`src/rtl/pwmtb_pkg.sv`:
```
// Package for the PWM time-base selector: offsets, fields, encodings
package pwmtb_pkg;
  // Register byte offsets (word aligned)
  localparam logic [3:0] PWMTB_OFS_SELECT_A = 4'h0;
  localparam logic [3:0] PWMTB_OFS_SELECT_B = 4'h4;
  // Reset values
  localparam logic [7:0] PWMTB_RST_SELECT_A = 8'h00;
  localparam logic [7:0] PWMTB_RST_SELECT_B = 8'h00;
  // Field positions (low bit of each 2-bit selector)
  localparam int PWMTB_POS_CH1 = 0;
  localparam int PWMTB_POS_CH2 = 2;
  localparam int PWMTB_POS_CH3 = 4;
  localparam int PWMTB_POS_CH4 = 6;
  localparam int PWMTB_POS_CH5 = 0;
  // Selector encodings
  localparam logic [1:0] PWMTB_SEL_TMR2 = 2'h0;
  localparam logic [1:0] PWMTB_SEL_TMR4 = 2'h1;
  localparam logic [1:0] PWMTB_SEL_TMR6 = 2'h2;
  localparam logic [1:0] PWMTB_SEL_RSVD = 2'h3;
endpackage : pwmtb_pkg

```
`src/rtl/pwm_timebase_select.sv`:
```
// Time-base selector for five PWM channels with a classic Wishbone slave
`timescale 1ns/100ps
`default_nettype none

// Notes on behaviour
// - Channel 4 follows its selector in PWM
// - Channel 3 follows its selector in PWM
// - Channel 2 follows its selector in PWM
// - Channel 1 follows its selector in PWM
// - Register A packs channels 4..1
// - Register B holds channel 5, rest zero
// - All selectors clear on any reset
// - Channel 5 follows its selector in PWM
module pwm_timebase_select
  import pwmtb_pkg::*;
#(
  // Channel count and timer count width
  parameter int CHANNELS = 5,
  parameter int CNT_W = 8
)(
  // Clock, enable and reset
  input wire logic clk,
  input wire logic clkEn,
  input wire logic nrst,
  // Wishbone slave
  input wire logic wbCyc,
  input wire logic wbStb,
  input wire logic wbWe,
  input wire logic [3:0] wbAdr,
  input wire logic [3:0] wbSel,
  input wire logic [31:0] wbDatI,
  output logic [31:0] wbDatO,
  output logic wbAck,
  // Timers 2, 4, 6
  input wire logic [CNT_W-1:0] tmr2Count,
  input wire logic [CNT_W-1:0] tmr4Count,
  input wire logic [CNT_W-1:0] tmr6Count,
  input wire logic tmr2Match,
  input wire logic tmr4Match,
  input wire logic tmr6Match,
  // Channel side
  input wire logic [CHANNELS-1:0] chanPwmMode,
  output logic [CHANNELS*CNT_W-1:0] chanCount,
  output logic [CHANNELS-1:0] chanMatch
);

  // Reset synchroniser stages
  logic rstSync1;
  logic rstSync2;
  // Stored selector fields
  logic [7:0] selA;
  logic [1:0] selB;
  // All selectors side by side, channel 1 in the low two bits
  logic [2*CHANNELS-1:0] selAll;
  // Bus request decode
  logic access;
  logic hitA;
  logic hitB;
  logic wrStrobe;
  logic rdStrobe;

  // Address compare, shared by the write and read paths
  // Only four address bits are decoded, so the pair repeats every
  // sixteen bytes of a wider bus window
  function automatic logic regHit(input logic [3:0] adr, input logic [3:0] ofs);
    regHit = (adr == ofs);
  endfunction : regHit

  // Reset release through two flip-flops; assertion acts at once, while
  // release waits two edges so that every flop leaves reset on one edge
  always_ff @(posedge clk or negedge nrst)
  begin
    if (!nrst)
    begin
      rstSync1 <= 1'b0;
      rstSync2 <= 1'b0;
    end
    else
    begin
      rstSync1 <= 1'b1;
      rstSync2 <= rstSync1;
    end
  end

  // A request is new only while ack is low, so a master that holds its
  // strobe through the ack cycle is not taken a second time
  assign access = wbCyc && wbStb && !wbAck;
  // Writes need byte lane 0, which carries the whole 8-bit register
  assign wrStrobe = access && wbWe && wbSel[0];
  // Reads return the addressed register in the low byte
  assign rdStrobe = access && !wbWe;
  // Register hits
  assign hitA = regHit(wbAdr, PWMTB_OFS_SELECT_A);
  assign hitB = regHit(wbAdr, PWMTB_OFS_SELECT_B);

  // Bus acknowledge, one cycle after request, dropped next cycle
  // Unmapped offsets and masked writes are acknowledged as well, so a
  // stray access never stalls the bus; a low enable holds ack as it is
  always_ff @(posedge clk or negedge rstSync2)
  begin
    if (!rstSync2)
      wbAck <= 1'b0;
    else if (clkEn)
      wbAck <= access;
  end

  // Selector register A
  // All four fields are written together from one byte
  always_ff @(posedge clk or negedge rstSync2)
  begin
    if (!rstSync2)
      selA <= PWMTB_RST_SELECT_A;
    else if (clkEn && wrStrobe && hitA)
      selA <= wbDatI[7:0];
  end

  // Selector register B
  // Only the two implemented bits are stored; the rest cannot hold a value
  always_ff @(posedge clk or negedge rstSync2)
  begin
    if (!rstSync2)
      selB <= PWMTB_RST_SELECT_B[1:0];
    else if (clkEn && wrStrobe && hitB)
      selB <= wbDatI[PWMTB_POS_CH5+1:PWMTB_POS_CH5];
  end

  // Read data; unmapped offsets read zero
  // Zero outside the ack cycle, so the bus never sees stale data,
  // and a write cycle returns zero as well
  always_ff @(posedge clk or negedge rstSync2)
  begin
    if (!rstSync2)
      wbDatO <= 32'h0000_0000;
    else if (clkEn)
    begin
      if (rdStrobe && hitA)
        wbDatO <= {24'h00_0000, selA};
      else if (rdStrobe && hitB)
        wbDatO <= {30'h0000_0000, selB};
      else
        wbDatO <= 32'h0000_0000;
    end
  end

  // Flat selector vector, channel 1 lowest
  // Channel n takes bits 2n-1 and 2n-2, with channel 5 on top
  assign selAll = {selB, selA[PWMTB_POS_CH4+1:PWMTB_POS_CH4], selA[PWMTB_POS_CH3+1:PWMTB_POS_CH3],
                   selA[PWMTB_POS_CH2+1:PWMTB_POS_CH2], selA[PWMTB_POS_CH1+1:PWMTB_POS_CH1]};

  // Count multiplexer for one selector; reserved code gives zero
  // A misconfigured channel thus sees a timer stuck at zero rather
  // than borrowing another channel's time base
  function automatic logic [CNT_W-1:0] pickCount(input logic [1:0] sel,
      input logic [CNT_W-1:0] c2, input logic [CNT_W-1:0] c4, input logic [CNT_W-1:0] c6);
    unique case (sel)
      PWMTB_SEL_TMR2: pickCount = c2;
      PWMTB_SEL_TMR4: pickCount = c4;
      PWMTB_SEL_TMR6: pickCount = c6;
      PWMTB_SEL_RSVD: pickCount = '0;
    endcase
  endfunction : pickCount

  // Match multiplexer for one selector; reserved code gives none
  // A reserved code therefore never reloads the channel's period
  function automatic logic pickMatch(input logic [1:0] sel,
      input logic m2, input logic m4, input logic m6);
    unique case (sel)
      PWMTB_SEL_TMR2: pickMatch = m2;
      PWMTB_SEL_TMR4: pickMatch = m4;
      PWMTB_SEL_TMR6: pickMatch = m6;
      PWMTB_SEL_RSVD: pickMatch = 1'b0;
    endcase
  endfunction : pickMatch

  // Per-channel routing, registered
  // Registered so that every output leaves a flop; the channel sees
  // each timer one clock late, count and match alike
  // routing for channels 1 to 5
  genvar g;
  generate
    for (g = 0; g < CHANNELS; g++)
    begin : gRoute
      always_ff @(posedge clk or negedge rstSync2)
      begin
        if (!rstSync2)
        begin
          chanCount[g*CNT_W +: CNT_W] <= '0;
          chanMatch[g] <= 1'b0;
        end
        else if (clkEn)
        begin
          // Count and match switch together, so a channel never pairs one
          // timer's count with another timer's match
          if (chanPwmMode[g])
          begin
            chanCount[g*CNT_W +: CNT_W] <= pickCount(selAll[2*g +: 2],
                tmr2Count, tmr4Count, tmr6Count);
            chanMatch[g] <= pickMatch(selAll[2*g +: 2], tmr2Match, tmr4Match, tmr6Match);
          end
          else
          begin
            // Outside PWM mode the channel gets no time base
            chanCount[g*CNT_W +: CNT_W] <= '0;
            chanMatch[g] <= 1'b0;
          end
        end
      end
    end
  endgenerate

endmodule : pwm_timebase_select
`default_nettype wire

```
`config.mk`:
```
export PLATFORM = sky130hd
export DESIGN_NAME = pwm_timebase_select
export DESIGN_NICKNAME = d
export VERILOG_FILES = /design/src/rtl/pwmtb_pkg.sv /design/src/rtl/pwm_timebase_select.sv
export SDC_FILE = /design/constraint.sdc
export NUM_CORES = 1
export LEC_CHECK = 0
export ABC_AREA = 0
export BUFFER_PORTS_ARGS = -buffer_cell sky130_fd_sc_hd__clkbuf_2
export CORE_MARGIN = 5
export CORE_UTILIZATION = 51
export DETAILED_ROUTE_END_ITERATION = 12
export GPL_ROUTABILITY_DRIVEN = 0
export PLACE_DENSITY = 0.85
export SETUP_SLACK_MARGIN = 0.02
export SLEW_MARGIN = 20
export SYNTH_ARGS = -nofsm -noshare
export SYNTH_HDL_FRONTEND = slang
export SYNTH_SLANG_ARGS = --single-unit
export TNS_END_PERCENT = 1
```
`constraint.sdc`:
```
create_clock -name clk -period 4.6 [get_ports clk]
set_input_delay 0.46 -clock clk [delete_from_list [all_inputs] [get_ports clk]]
set_output_delay 0.46 -clock clk [all_outputs]
set_load 0.01 [all_outputs]
```
==> metrics.md, run 1 <==
| Metric | Value |
|---|---|
| Pwr Density | ~330 nW/µm² |
| Die height | a little over 90 µm |
| VDD IR max | ~0.00024 V |
| Share of the synthesized area in the top cell type | 0.4681 |
| Clk_lat worst skew | ~0.34 ns |
| Layout overhead on the synthesized area | 18.40% |
| Final setup viols | 0 |
| Met2 usage | 0.3473 |
| Cts hold-fix bufs | 1 |
| Hold Fails Final Rpt | 0 |
| Register area share after synthesis | 0.4681 |
| Top post-synthesis cells by area | dfrtp_1, mux2i_1, o2bb2ai_1 |
| RSZ-0062 raised after global routing | false |
| Initial Util | 0.5222 |
| GR peak layer | met2 |
| Crit path kind | reg -> reg |
| Via density | around 5.9 |
| Run status | finished clean |
| Die area | 8682 µm² |
| Synth warn | 0 |
| Floorplan Core Area | a little under 7000 µm² |
| CTS tree | done |
| Length of the first detailed-routing pass in iterations | 4 |
| Iter 0 DRT Violations | 133 |
| Max cap viols | 0 |
| Buf/Inv on CP | 0 |
| CP max-delay cell | nor4_4 |
| Period utilisation layout | 0.3922 |
| Fin Setup TNS | 0 ns |
| CP max FO | 8 |
| Total wire length | between 9 and 10 mm |
| Post-synthesis cell count | around 290 |
| Met3 usage | 0.06516 |
| Worst path cell trace | nand4b_2 > nor4_4 > mux2_2 |
| Synth unique cells | 23 |
| Area of the multi-input gates | 1679 µm² |
| RR Startpoint | wbAck |
| Mean Syn Cell Area | 12.13 µm² |
| Critical path arrival | 2.04 ns |
| Final Skew | 0.004697 ns |
| # fillers | 580 |
| CTS H-tree depth | 3 |
| Setup Buffers After CTS | 0 |
| N_diodes | 0 |
| CTS clock-pin slew for the worst setup and hold paths | approximately 0.070 ns |
| Clock Tree Buf Depth | 2 |
| Root Driver | clkbuf_8 |
| Minimum clock period | 1.804 ns |
| Number of cell rows | 30 |
| Flops & latches, synth | 66 |
| Max Clock Freq | 554.2 MHz |
| Sequential cell area | between 1500 and 2000 µm² |
| All-Layer GR Usage | 0.2191 |
| Post-DRT Antenna Nets | 0 |
| CTS buffer count | 9 |
| Power Total | 1.368 mW |
| DR DRC count | 0 |
| CP Data Required Time | 4.83 ns |
| Syn Std Cell Area | between 3000 and 4000 µm² |
| M1 GR Usage | 0.2925 |
| Via count | around 2800 |
| I/O pin cnt | 156 |
| Avg WL per Cell | 19.86 µm |
| First-pass GRT wire length | between 10 and 15 mm |
| Pin count of the biggest net entering global routing | 54 |
| Cts repair resizes | 0 |
| IO buf count | ~100 |
| Die W | 93.18 µm |
| Dpl hpwl | a little under 7 mm |
| Critical path startpoint category | flip-flop |
| Final nets | ~460 |
| Vias in the first global route | between 2000 and 3000 |
| Worst Hold Class | reg -> async |
| CP endpoint kind | flip-flop |
| CP startpoint | wbAck |
| Crit path max-delay family | simple AND/OR/NAND/NOR gates |
| Cell accounting for the most synthesized area | dfrtp_1 |
| Worst path max stage delay | 0.60 ns |
| Slew HR | 0.4035 |
| CTS sink cnt | between 60 and 70 |
| Antenna violations before repair | 0 |
| Measured slew at the worst slew-check pin | ~0.89 ns |
| Max-slew violations | 0 |
| Ratio of cells with drive above 1 in the final layout | 0.3436 |
| Cell leakage power | around 2.0 nW |
| Overflow after GRT | 0 |
[cell usage in the layout (no fill, tap or decap), drive strengths merged, types with 2 or more instances in the layout]
master / instances
conb: 25
a22o: 6
or3: 2
nor2b: 5
a2bb2oi: 45
nand2: 6
mux2: 10
inv: 3
mux2i: 47
o2bb2ai: 47
nor4: 3
clkinv: 2
clkbuf: 116
dfrtp: 66
[routing by layer]
metal | vias up | routed length (µm)
met5 | - | 0
met4 | 0 | 70
met3 | 8 | 645
met2 | 116 | 4428
met1 | 1390 | 4187
li1 | 1276 | -
[Yosys cell counts]
cell type and number:
conb_1 2, mux2_4 2, mux2i_1 47, buf_2 5, mux2_2 7, buf_4 25, or4_4 1, mux2_1 1
o21ai_0 1, nor4_4 1, clkbuf_1 16, or3_1 1, nand4b_2 1, a2bb2oi_1 45, nor4_1 2, inv_2 1
dfrtp_1 66, nor2b_1 5, nand2_1 6, o2bb2ai_1 47, or3_4 1, a22o_1 6, inv_1 2
[where the power goes]
| group | internal [mW] | total, mW | switching (mW) |
|---|---|---|---|
| clock network | 0.266 | 0.491 | 0.225 |
| logic | 0.0998 | 0.220 | 0.120 |
| registers | 0.616 | 0.657 | 0.0404 |
| total | 0.982 | 1.37 | 0.386 |
[final cells by class]
class	instances	share of cell area
Multi-Input combinational cell	199	0.4019
Sequential cell	66	0.3956
Timing Repair Buffer	106	0.1288
Clock buffer	12	0.03474
Tap cell	80	0.02396
Clock inverter	4	0.01228
Inverter	3	0.002695
[final timing paths]
| check | endpoint | slack, ns | cells past startpoint |
|---|---|---|---|
| setup reg to reg | selA[2] | 2.80 | 3 |
| hold reg to reg | chanCount[24] | 0.28 | 0 |
| setup / recovery | selA[2] | 2.80 | 3 |
| max in group asynchronous | chanCount[25] | 3.39 | 1 |
| hold / removal | chanCount[24] | 0.28 | 0 |
| min in group clk | selA[6] | 0.35 | 2 |
[logic make-up (layout without fill, tap and decap cells)]
| family | count (synthesis) | after routing | share of synthesized area |
|---|---|---|---|
| compound gates | 99 | 99 | 0.2447 |
| buf+inv | 49 | 125 | 0.08050 |
| flops | 66 | 66 | 0.4681 |
| mux | 57 | 57 | 0.1674 |
| other cells | 2 | 25 | 0.002128 |
| simple gates | 18 | 18 | 0.03723 |
[flip-flops by register name, indices dropped and copies added (netlist names)]
signal	cells
wbAck	1
chanMatch	5
selB	2
rstSync2	1
selA	8
rstSync1	1
wbDatO	8
chanCount	40
[stage by stage]
step / area (µm²) / hold slack (ns) / instances / util / worst slack [ns]
after global routing: 4178 / 0.3270 / 470 / 0.6183 / 2.693
after global placement: 3971 / 0.2456 / 453 / 0.5878 / 2.580
after floorplan: 3615 / 0.1644 / 314 / - / 2.626
after CTS: 4178 / 0.3004 / 470 / 0.6183 / 2.772
after detailed placement: 3971 / 0.2482 / 453 / 0.5878 / 2.538
final: 4178 / 0.2781 / 470 / 0.6183 / 2.796
Power figures use the tool's default switching activity.
==> run 2: changes to the inputs <==
--- a/config.mk
+++ b/config.mk
@@ -5,13 +5,13 @@
 export SDC_FILE = /design/constraint.sdc
 export NUM_CORES = 1
 export LEC_CHECK = 0
-export ABC_AREA = 0
+export ABC_AREA = 1
 export BUFFER_PORTS_ARGS = -buffer_cell sky130_fd_sc_hd__clkbuf_2
 export CORE_MARGIN = 5
-export CORE_UTILIZATION = 51
+export CORE_UTILIZATION = 44
 export DETAILED_ROUTE_END_ITERATION = 12
 export GPL_ROUTABILITY_DRIVEN = 0
-export PLACE_DENSITY = 0.85
+export PLACE_DENSITY = 0.78
 export SETUP_SLACK_MARGIN = 0.02
 export SLEW_MARGIN = 20
 export SYNTH_ARGS = -nofsm -noshare
==> constraint.sdc (replaced) <==
create_clock -name clk -period 1.5 [get_ports clk]
set_input_delay 0.15 -clock clk [delete_from_list [all_inputs] [get_ports clk]]
set_output_delay 0.15 -clock clk [all_outputs]
set_load 0.01 [all_outputs]
==> metrics.md, run 2 <==
| Metric | Value |
|---|---|
| CTS clock-pin slew for the worst setup and hold paths | 0.07 ns (about the same) |
| Length of the first detailed-routing pass in iterations | 5 (+1) |
| Layout overhead on the synthesized area | 21.70% |
| RSZ-0062 raised after global routing | false |
| Die W | 101.4 µm (+8.8%) |
| Most flop-heavy register | chanCount |
| Final Util | 0.5467 (-0.07165) |
| PnR worst setup slack | 0.2041 ns (-2.592 ns) |
| Critical path arrival | 1.53 ns (-0.51 ns) |
| Mean Syn Cell Area | 7.556 µm² (-38%) |
| Die area | 10270 µm² (+18%) |
| Synth Area in XOR/XNOR | 0 (unchanged) |
| Post-Synth Simple-Gate Area | 0.2324 (+0.1951) |
| Commonest cells after routing, fill and taps aside | nand2_1, clkbuf_2, o21ai_0, dfrtp_1, inv_1 |
| Power Total | 4.228 mW (+210%) |
| Ratio of cells with drive above 1 in the final layout | 0.2479 (-0.09567) |
| Sequential cell area | 1653 µm² (unchanged) |
| Compound-Gate Fraction of Synth Area | 0.1969 (-0.04775) |
| Overflow after GRT | 0 (unchanged) |
| Predominant post-synthesis flop cell | dfrtp_1 |
| EDFF count, synth | 0 (unchanged) |
| Dpl hpwl | 8.386 mm (+21%) |
| Largest family of logic cells by synthesized area | simple AND/OR/NAND/NOR gates |
| Crit path kind | reg -> reg |
| Worst Hold Class | in -> reg |
| CP max FO | 10 (+2) |
| Worst path cell trace | nor2_2 > nand2_1 > o2111ai_1 > nand2_1 |
| Hold Fails Final Rpt | 0 (unchanged) |
| IO buf count | 104 (unchanged) |
| Final nets | 674 (+46%) |
| Final Skew | 0.009173 ns (+0.004476 ns) |
| Buf/Inv on CP | 0 (unchanged) |
| Max reg flops | 40 (unchanged) |
| Pre-CTS worst setup slack | 0.2017 ns (-2.336 ns) |
| Floorplan Core Area | 8175 µm² (+21%) |
| DP Cell Count | 689 (+52%) |
| Max cap viols | 0 (unchanged) |
| Register area share after synthesis | 0.4497 (-0.01834) |
| CTS tree | done |
| Run status | finished clean |
| Count leader, synth | nand2_1 |
| Synth unique cells | 24 (+4.3%) |
| Top post-synthesis cells by area | dfrtp_1, nand2_1, o21ai_0 |
| Area of the multi-input gates | 1670 µm² (-0.52%) |
| Max Clock Freq | 771.7 MHz (+39%) |
| CP max-delay cell | dfrtp_1 |
| Vias in the first global route | 3591 (+25%) |
| Period utilisation layout | 0.8639 (+0.4717) |
| Final cell count without fillers | 706 (+50%) |
| VDD IR max | 0.0003794 V (+57%) |
| Max-slew violations | 0 (unchanged) |
| Fin Setup TNS | 0 ns (unchanged) |
| Antenna violations before repair | 0 (unchanged) |
| CP Data Required Time | 1.74 ns (-3.09 ns) |
| CTS sink cnt | 66 (unchanged) |
| Critical path startpoint category | flip-flop |
| Total wire length | 11.06 mm (+19%) |
| Top Registers | chanCount x40, selA x8, wbDatO x8 |
| Initial Util | 0.4492 (-0.07303) |
| # fillers | 796 (+37%) |
| Cell leakage power | 2.506 nW (+25%) |
| Share of the synthesized area in the top cell type | 0.4497 (-0.01834) |
| First-pass GRT wire length | 17.23 mm (+17%) |
| Cell accounting for the most synthesized area | dfrtp_1 |
| Root Driver | clkbuf_8 |
| Pin count of the biggest net entering global routing | 65 (+20%) |
| DR DRC count | 0 (unchanged) |
| Flops & latches, synth | 66 (unchanged) |
| Post-DRT Antenna Nets | 0 (unchanged) |
| Commonest non-fill, non-tap cell in the layout | nand2_1 |
| CP endpoint kind | flip-flop |
| Final setup viols | 0 (unchanged) |
| Clock Tree Buf Depth | 2 (unchanged) |
| Iter 0 DRT Violations | 375 (+180%) |
| Crit path max-delay family | simple AND/OR/NAND/NOR gates |
| Via count | 3735 (+34%) |
| Most instantiated cells after synthesis | nand2_1, o21ai_0, dfrtp_1, inv_1, a21oi_1 |
| Fraction of registers with async set/reset | 1.000 (unchanged) |
| Post-Synth Adder-Cell Area | 0 (unchanged) |
| I/O pin cnt | 156 (unchanged) |
| Cts repair resizes | 0 (unchanged) |
| Avg WL per Cell | 15.67 µm (-21%) |
| Worst path max stage delay | 0.50 ns (-0.10 ns) |
| Post-synthesis cell count | 486 (+67%) |
| Die height | 101.4 µm (+8.8%) |
| Most frequent CP cell | nand2_1 |
| Number of cell rows | 33 (+10%) |
| Pwr Density | 946.0 nW/µm² (+190%) |
| N_diodes | 0 (unchanged) |
| CTS H-tree depth | 3 (unchanged) |
| Synth warn | 0 (unchanged) |
| Minimum clock period | 1.296 ns (-0.5084 ns) |
| Syn Std Cell Area | 3672 µm² (+4.1%) |
| Share of synthesized area spent on multiplexers | 0 (-0.1674) |
| Via density | 5.290 (-11%) |
| Clk_lat worst skew | 0.35 ns (about the same) |
| CTS buffer count | 9 (unchanged) |
| All-Layer GR Usage | 0.2169 (-0.002197) |
run 2: layout make-up:
cell class                 instances  area share
clock buffer                      11     0.03387
clock inverter                     5     0.01176
inverter                          44     0.03695
multi-input combinational        358      0.3737
sequential                        66      0.3698
tap                              105     0.02940
timing repair buffer             117      0.1445
run 2: timing repair:
action,4_1_cts,5_1_grt
hold endpoints to repair,2,0
setup buffers,0,0
hold buffers,1,0
run 2: cell families after synthesis:
group                  count (synthesis)
and+or+nand+nor                      202
other                                  2
AOI/OAI and AO/OA                    131
buffers and inverters                 85
DFF                                   66
run 2: metrics by stage:
step / area (µm²) / hold WS (ns)
floorplan: 3760 / -0.1456
global placement: 4255 / -0.06405
detailed placement: 4255 / -0.06219
CTS: 4469 / 0.02139
global route: 4469 / 0.05540
finish: 4469 / 0.03422
run 2: worst reg2reg max path, delay by kind of cell, from the launching register on:
family           cells  cell delay (ns)
AO/OA/AOI/OAI        1             0.14
AND/OR/NAND/NOR      3             0.54
flip-flops           1             0.50
run 2: per-layer routing:
metal	routed length [µm]	track usage
met1	4290	0.2620
met5	0	0
met4	274	0.09816
met3	1193	0.06543
met2	5303	0.3566
run 2: report_power, final:
part	total, mW	leakage, nW	switching [mW]	internal (mW)
Clock	1.53	0.105	0.684	0.848
Combinational	0.727	1.53	0.479	0.248
Sequential	1.97	0.872	0.0798	1.89
run 2: final timing paths:
path | endpoint | cells past startpoint | slack, ns | start
min in group asynchronous | rstSync2 | 2 | 0.11 | nrst
worst max register to register | chanCount[5] | 4 | 0.20 | selA[1]
worst min register to register | chanCount[37] | 1 | 0.27 | rstSync2
worst min-delay path | selA[6] | 3 | 0.03 | wbDatI[6]
worst max-delay path | chanCount[5] | 4 | 0.20 | selA[1]
max in group asynchronous | chanMatch[1] | 1 | 0.93 | rstSync2
==> run 3: changes to the inputs <==
--- a/config.mk
+++ b/config.mk
@@ -11,6 +11,7 @@
 export CORE_UTILIZATION = 44
 export DETAILED_ROUTE_END_ITERATION = 12
 export GPL_ROUTABILITY_DRIVEN = 0
+export HOLD_SLACK_MARGIN = 0.12
 export PLACE_DENSITY = 0.78
 export SETUP_SLACK_MARGIN = 0.02
 export SLEW_MARGIN = 20
==> metrics.md, run 3 (synthesis gave the netlist of run 2 again) <==
| Metric | Value |
|---|---|
| Pre-CTS worst setup slack | 0.2017 ns (unchanged) |
| CP endpoint kind | flip-flop |
| Final cell count without fillers | 715 (+1.3%) |
| IO buf count | 104 (unchanged) |
| Minimum clock period | 1.306 ns (+0.01017 ns) |
| Max Clock Freq | 765.6 MHz (-0.78%) |
| CTS clock-pin slew for the worst setup and hold paths | 0.07 ns (about the same) |
| Max reg flops | 40 (unchanged) |
| Length of the first detailed-routing pass in iterations | 5 (unchanged) |
| Avg WL per Cell | 15.74 µm (+0.47%) |
| Final Util | 0.5577 (+0.01102) |
| Hold Fails Final Rpt | 0 (unchanged) |
| Hold path depth | 3 (unchanged) |
| Via count | 3805 (+1.9%) |
| Setup Buffers After CTS | 0 (unchanged) |
| Clk_lat worst skew | 0.35 ns (about the same) |
| Cts hold-fix bufs | 10 (+9) |
| Most flop-heavy register | chanCount |
| Critical path startpoint category | flip-flop |
| Final setup viols | 0 (unchanged) |
| Dpl hpwl | 8.386 mm (unchanged) |
| Cts repair resizes | 0 (unchanged) |
| Antenna violations before repair | 0 (unchanged) |
| Clock Tree Buf Depth | 2 (unchanged) |
| Die area | 10270 µm² (unchanged) |
| Overflow after GRT | 0 (unchanged) |
| CP max FO | 9 (-1) |
| Crit path kind | reg -> reg |
| Via density | 5.322 (+0.59%) |
| CP Data Required Time | 1.73 ns (about the same) |
| Top Registers | chanCount x40, selA x8, wbDatO x8 |
| Pwr Density | 931.5 nW/µm² (-1.5%) |
| Worst Hold Class | in -> reg |
| Fin Setup TNS | 0 ns (unchanged) |
| CTS sink cnt | 66 (unchanged) |
| Pin count of the biggest net entering global routing | 65 (unchanged) |
| Worst hold start | tmr4Count[5] |
| RSZ-0062 raised after global routing | false |
| I/O pin cnt | 156 (unchanged) |
| Critical path arrival | 1.53 ns (about the same) |
| Period utilisation layout | 0.8707 (+0.006778) |
| Max cap viols | 0 (unchanged) |
| Die height | 101.4 µm (unchanged) |
| Cell leakage power | 2.544 nW (+1.5%) |
| Initial Util | 0.4492 (unchanged) |
| Layout overhead on the synthesized area | 24.16% |
| Commonest non-fill, non-tap cell in the layout | nand2_1 |
| Vias in the first global route | 3648 (+1.6%) |
| Iter 0 DRT Violations | 391 (+4.3%) |
| DR DRC count | 0 (unchanged) |
| Final nets | 683 (+1.3%) |
| CTS buffer count | 9 (unchanged) |
| RR Startpoint | selA[6] |
| Die W | 101.4 µm (unchanged) |
| Root Driver | clkbuf_8 |
| Final Skew | 0.008948 ns (-0.0002242 ns) |
| Commonest cells after routing, fill and taps aside | nand2_1, clkbuf_2, o21ai_0, dfrtp_1, inv_1 |
| DP Cell Count | 689 (unchanged) |
| PnR worst setup slack | 0.1939 ns (-0.01017 ns) |
| Run status | finished clean |
| CTS tree | done |
| R2r worst-path depth | 4 (unchanged) |
| All-Layer GR Usage | 0.2221 (+0.005202) |
| N_diodes | 0 (unchanged) |
| Worst hold margin | 0.1361 ns (+0.1019 ns) |
| Number of cell rows | 33 (unchanged) |
| CP startpoint | selA[6] |
| Total wire length | 11.26 mm (+1.8%) |
| VDD IR max | 0.0003797 V (about the same) |
| Post-DRT Antenna Nets | 0 (unchanged) |
| CTS H-tree depth | 3 (unchanged) |
| Max-slew violations | 0 (unchanged) |
| Floorplan Core Area | 8175 µm² (unchanged) |
| First-pass GRT wire length | 17.60 mm (+2.2%) |
| Ratio of cells with drive above 1 in the final layout | 0.2443 (-0.003658) |
[run 3: cell count changes in the layout (fill, tap and decap cells not counted), sizes merged]
cell         before  now
dlygate4sd3       1   10
[run 3: path summary, 6_finish.rpt]
path / to / slack [ns]
worst max-delay path: chanMatch[3] / 0.19
worst min register to register: wbDatO[0] / 0.28
max in group asynchronous: rstSync2 / 0.72
worst min-delay path: chanCount[13] / 0.14
worst max register to register: chanMatch[3] / 0.19
min in group asynchronous: wbDatO[0] / 0.28
[run 3: critical path: stages, from the launching register on]
cell	delay, ns
dfrtp_1	0.47
nor2_2	0.37
nand2_1	0.10
o2111ai_1	0.16
nand2_1	0.08
[run 3: report_power, final]
part | switching (mW) | total (mW) | internal (mW)
combinational | 0.485 | 0.748 | 0.263
clock | 0.682 | 1.53 | 0.848
sequential | 0.0791 | 1.97 | 1.89
[run 3: layer usage]
layer / up-vias / wire length [µm] / global-route usage
li1: 1781 / - / -
met1: 1755 / 4300 / 0.2620
met2: 239 / 5446 / 0.3747
met3: 30 / 1216 / 0.06543
met4: 0 / 292 / 0.09816
met5: - / 0 / 0
[run 3: stage by stage]
stage | instance area [µm²] | power [mW]
after floorplan | 3760 | 2.444
after global placement | 4255 | 2.690
after detailed placement | 4255 | 2.717
after CTS | 4559 | 4.264
after global routing | 4559 | 4.452
final | 4559 | 4.247
[run 3: cell type report]
cell class	instances	area [µm²]
Fill cell	778	3616
Multi-Input combinational cell	358	1670
Sequential cell	66	1653
Timing Repair Buffer	126	735.7
Inverter	44	165.2
Clock buffer	11	151.4
Tap cell	105	131.4
Clock inverter	5	52.55
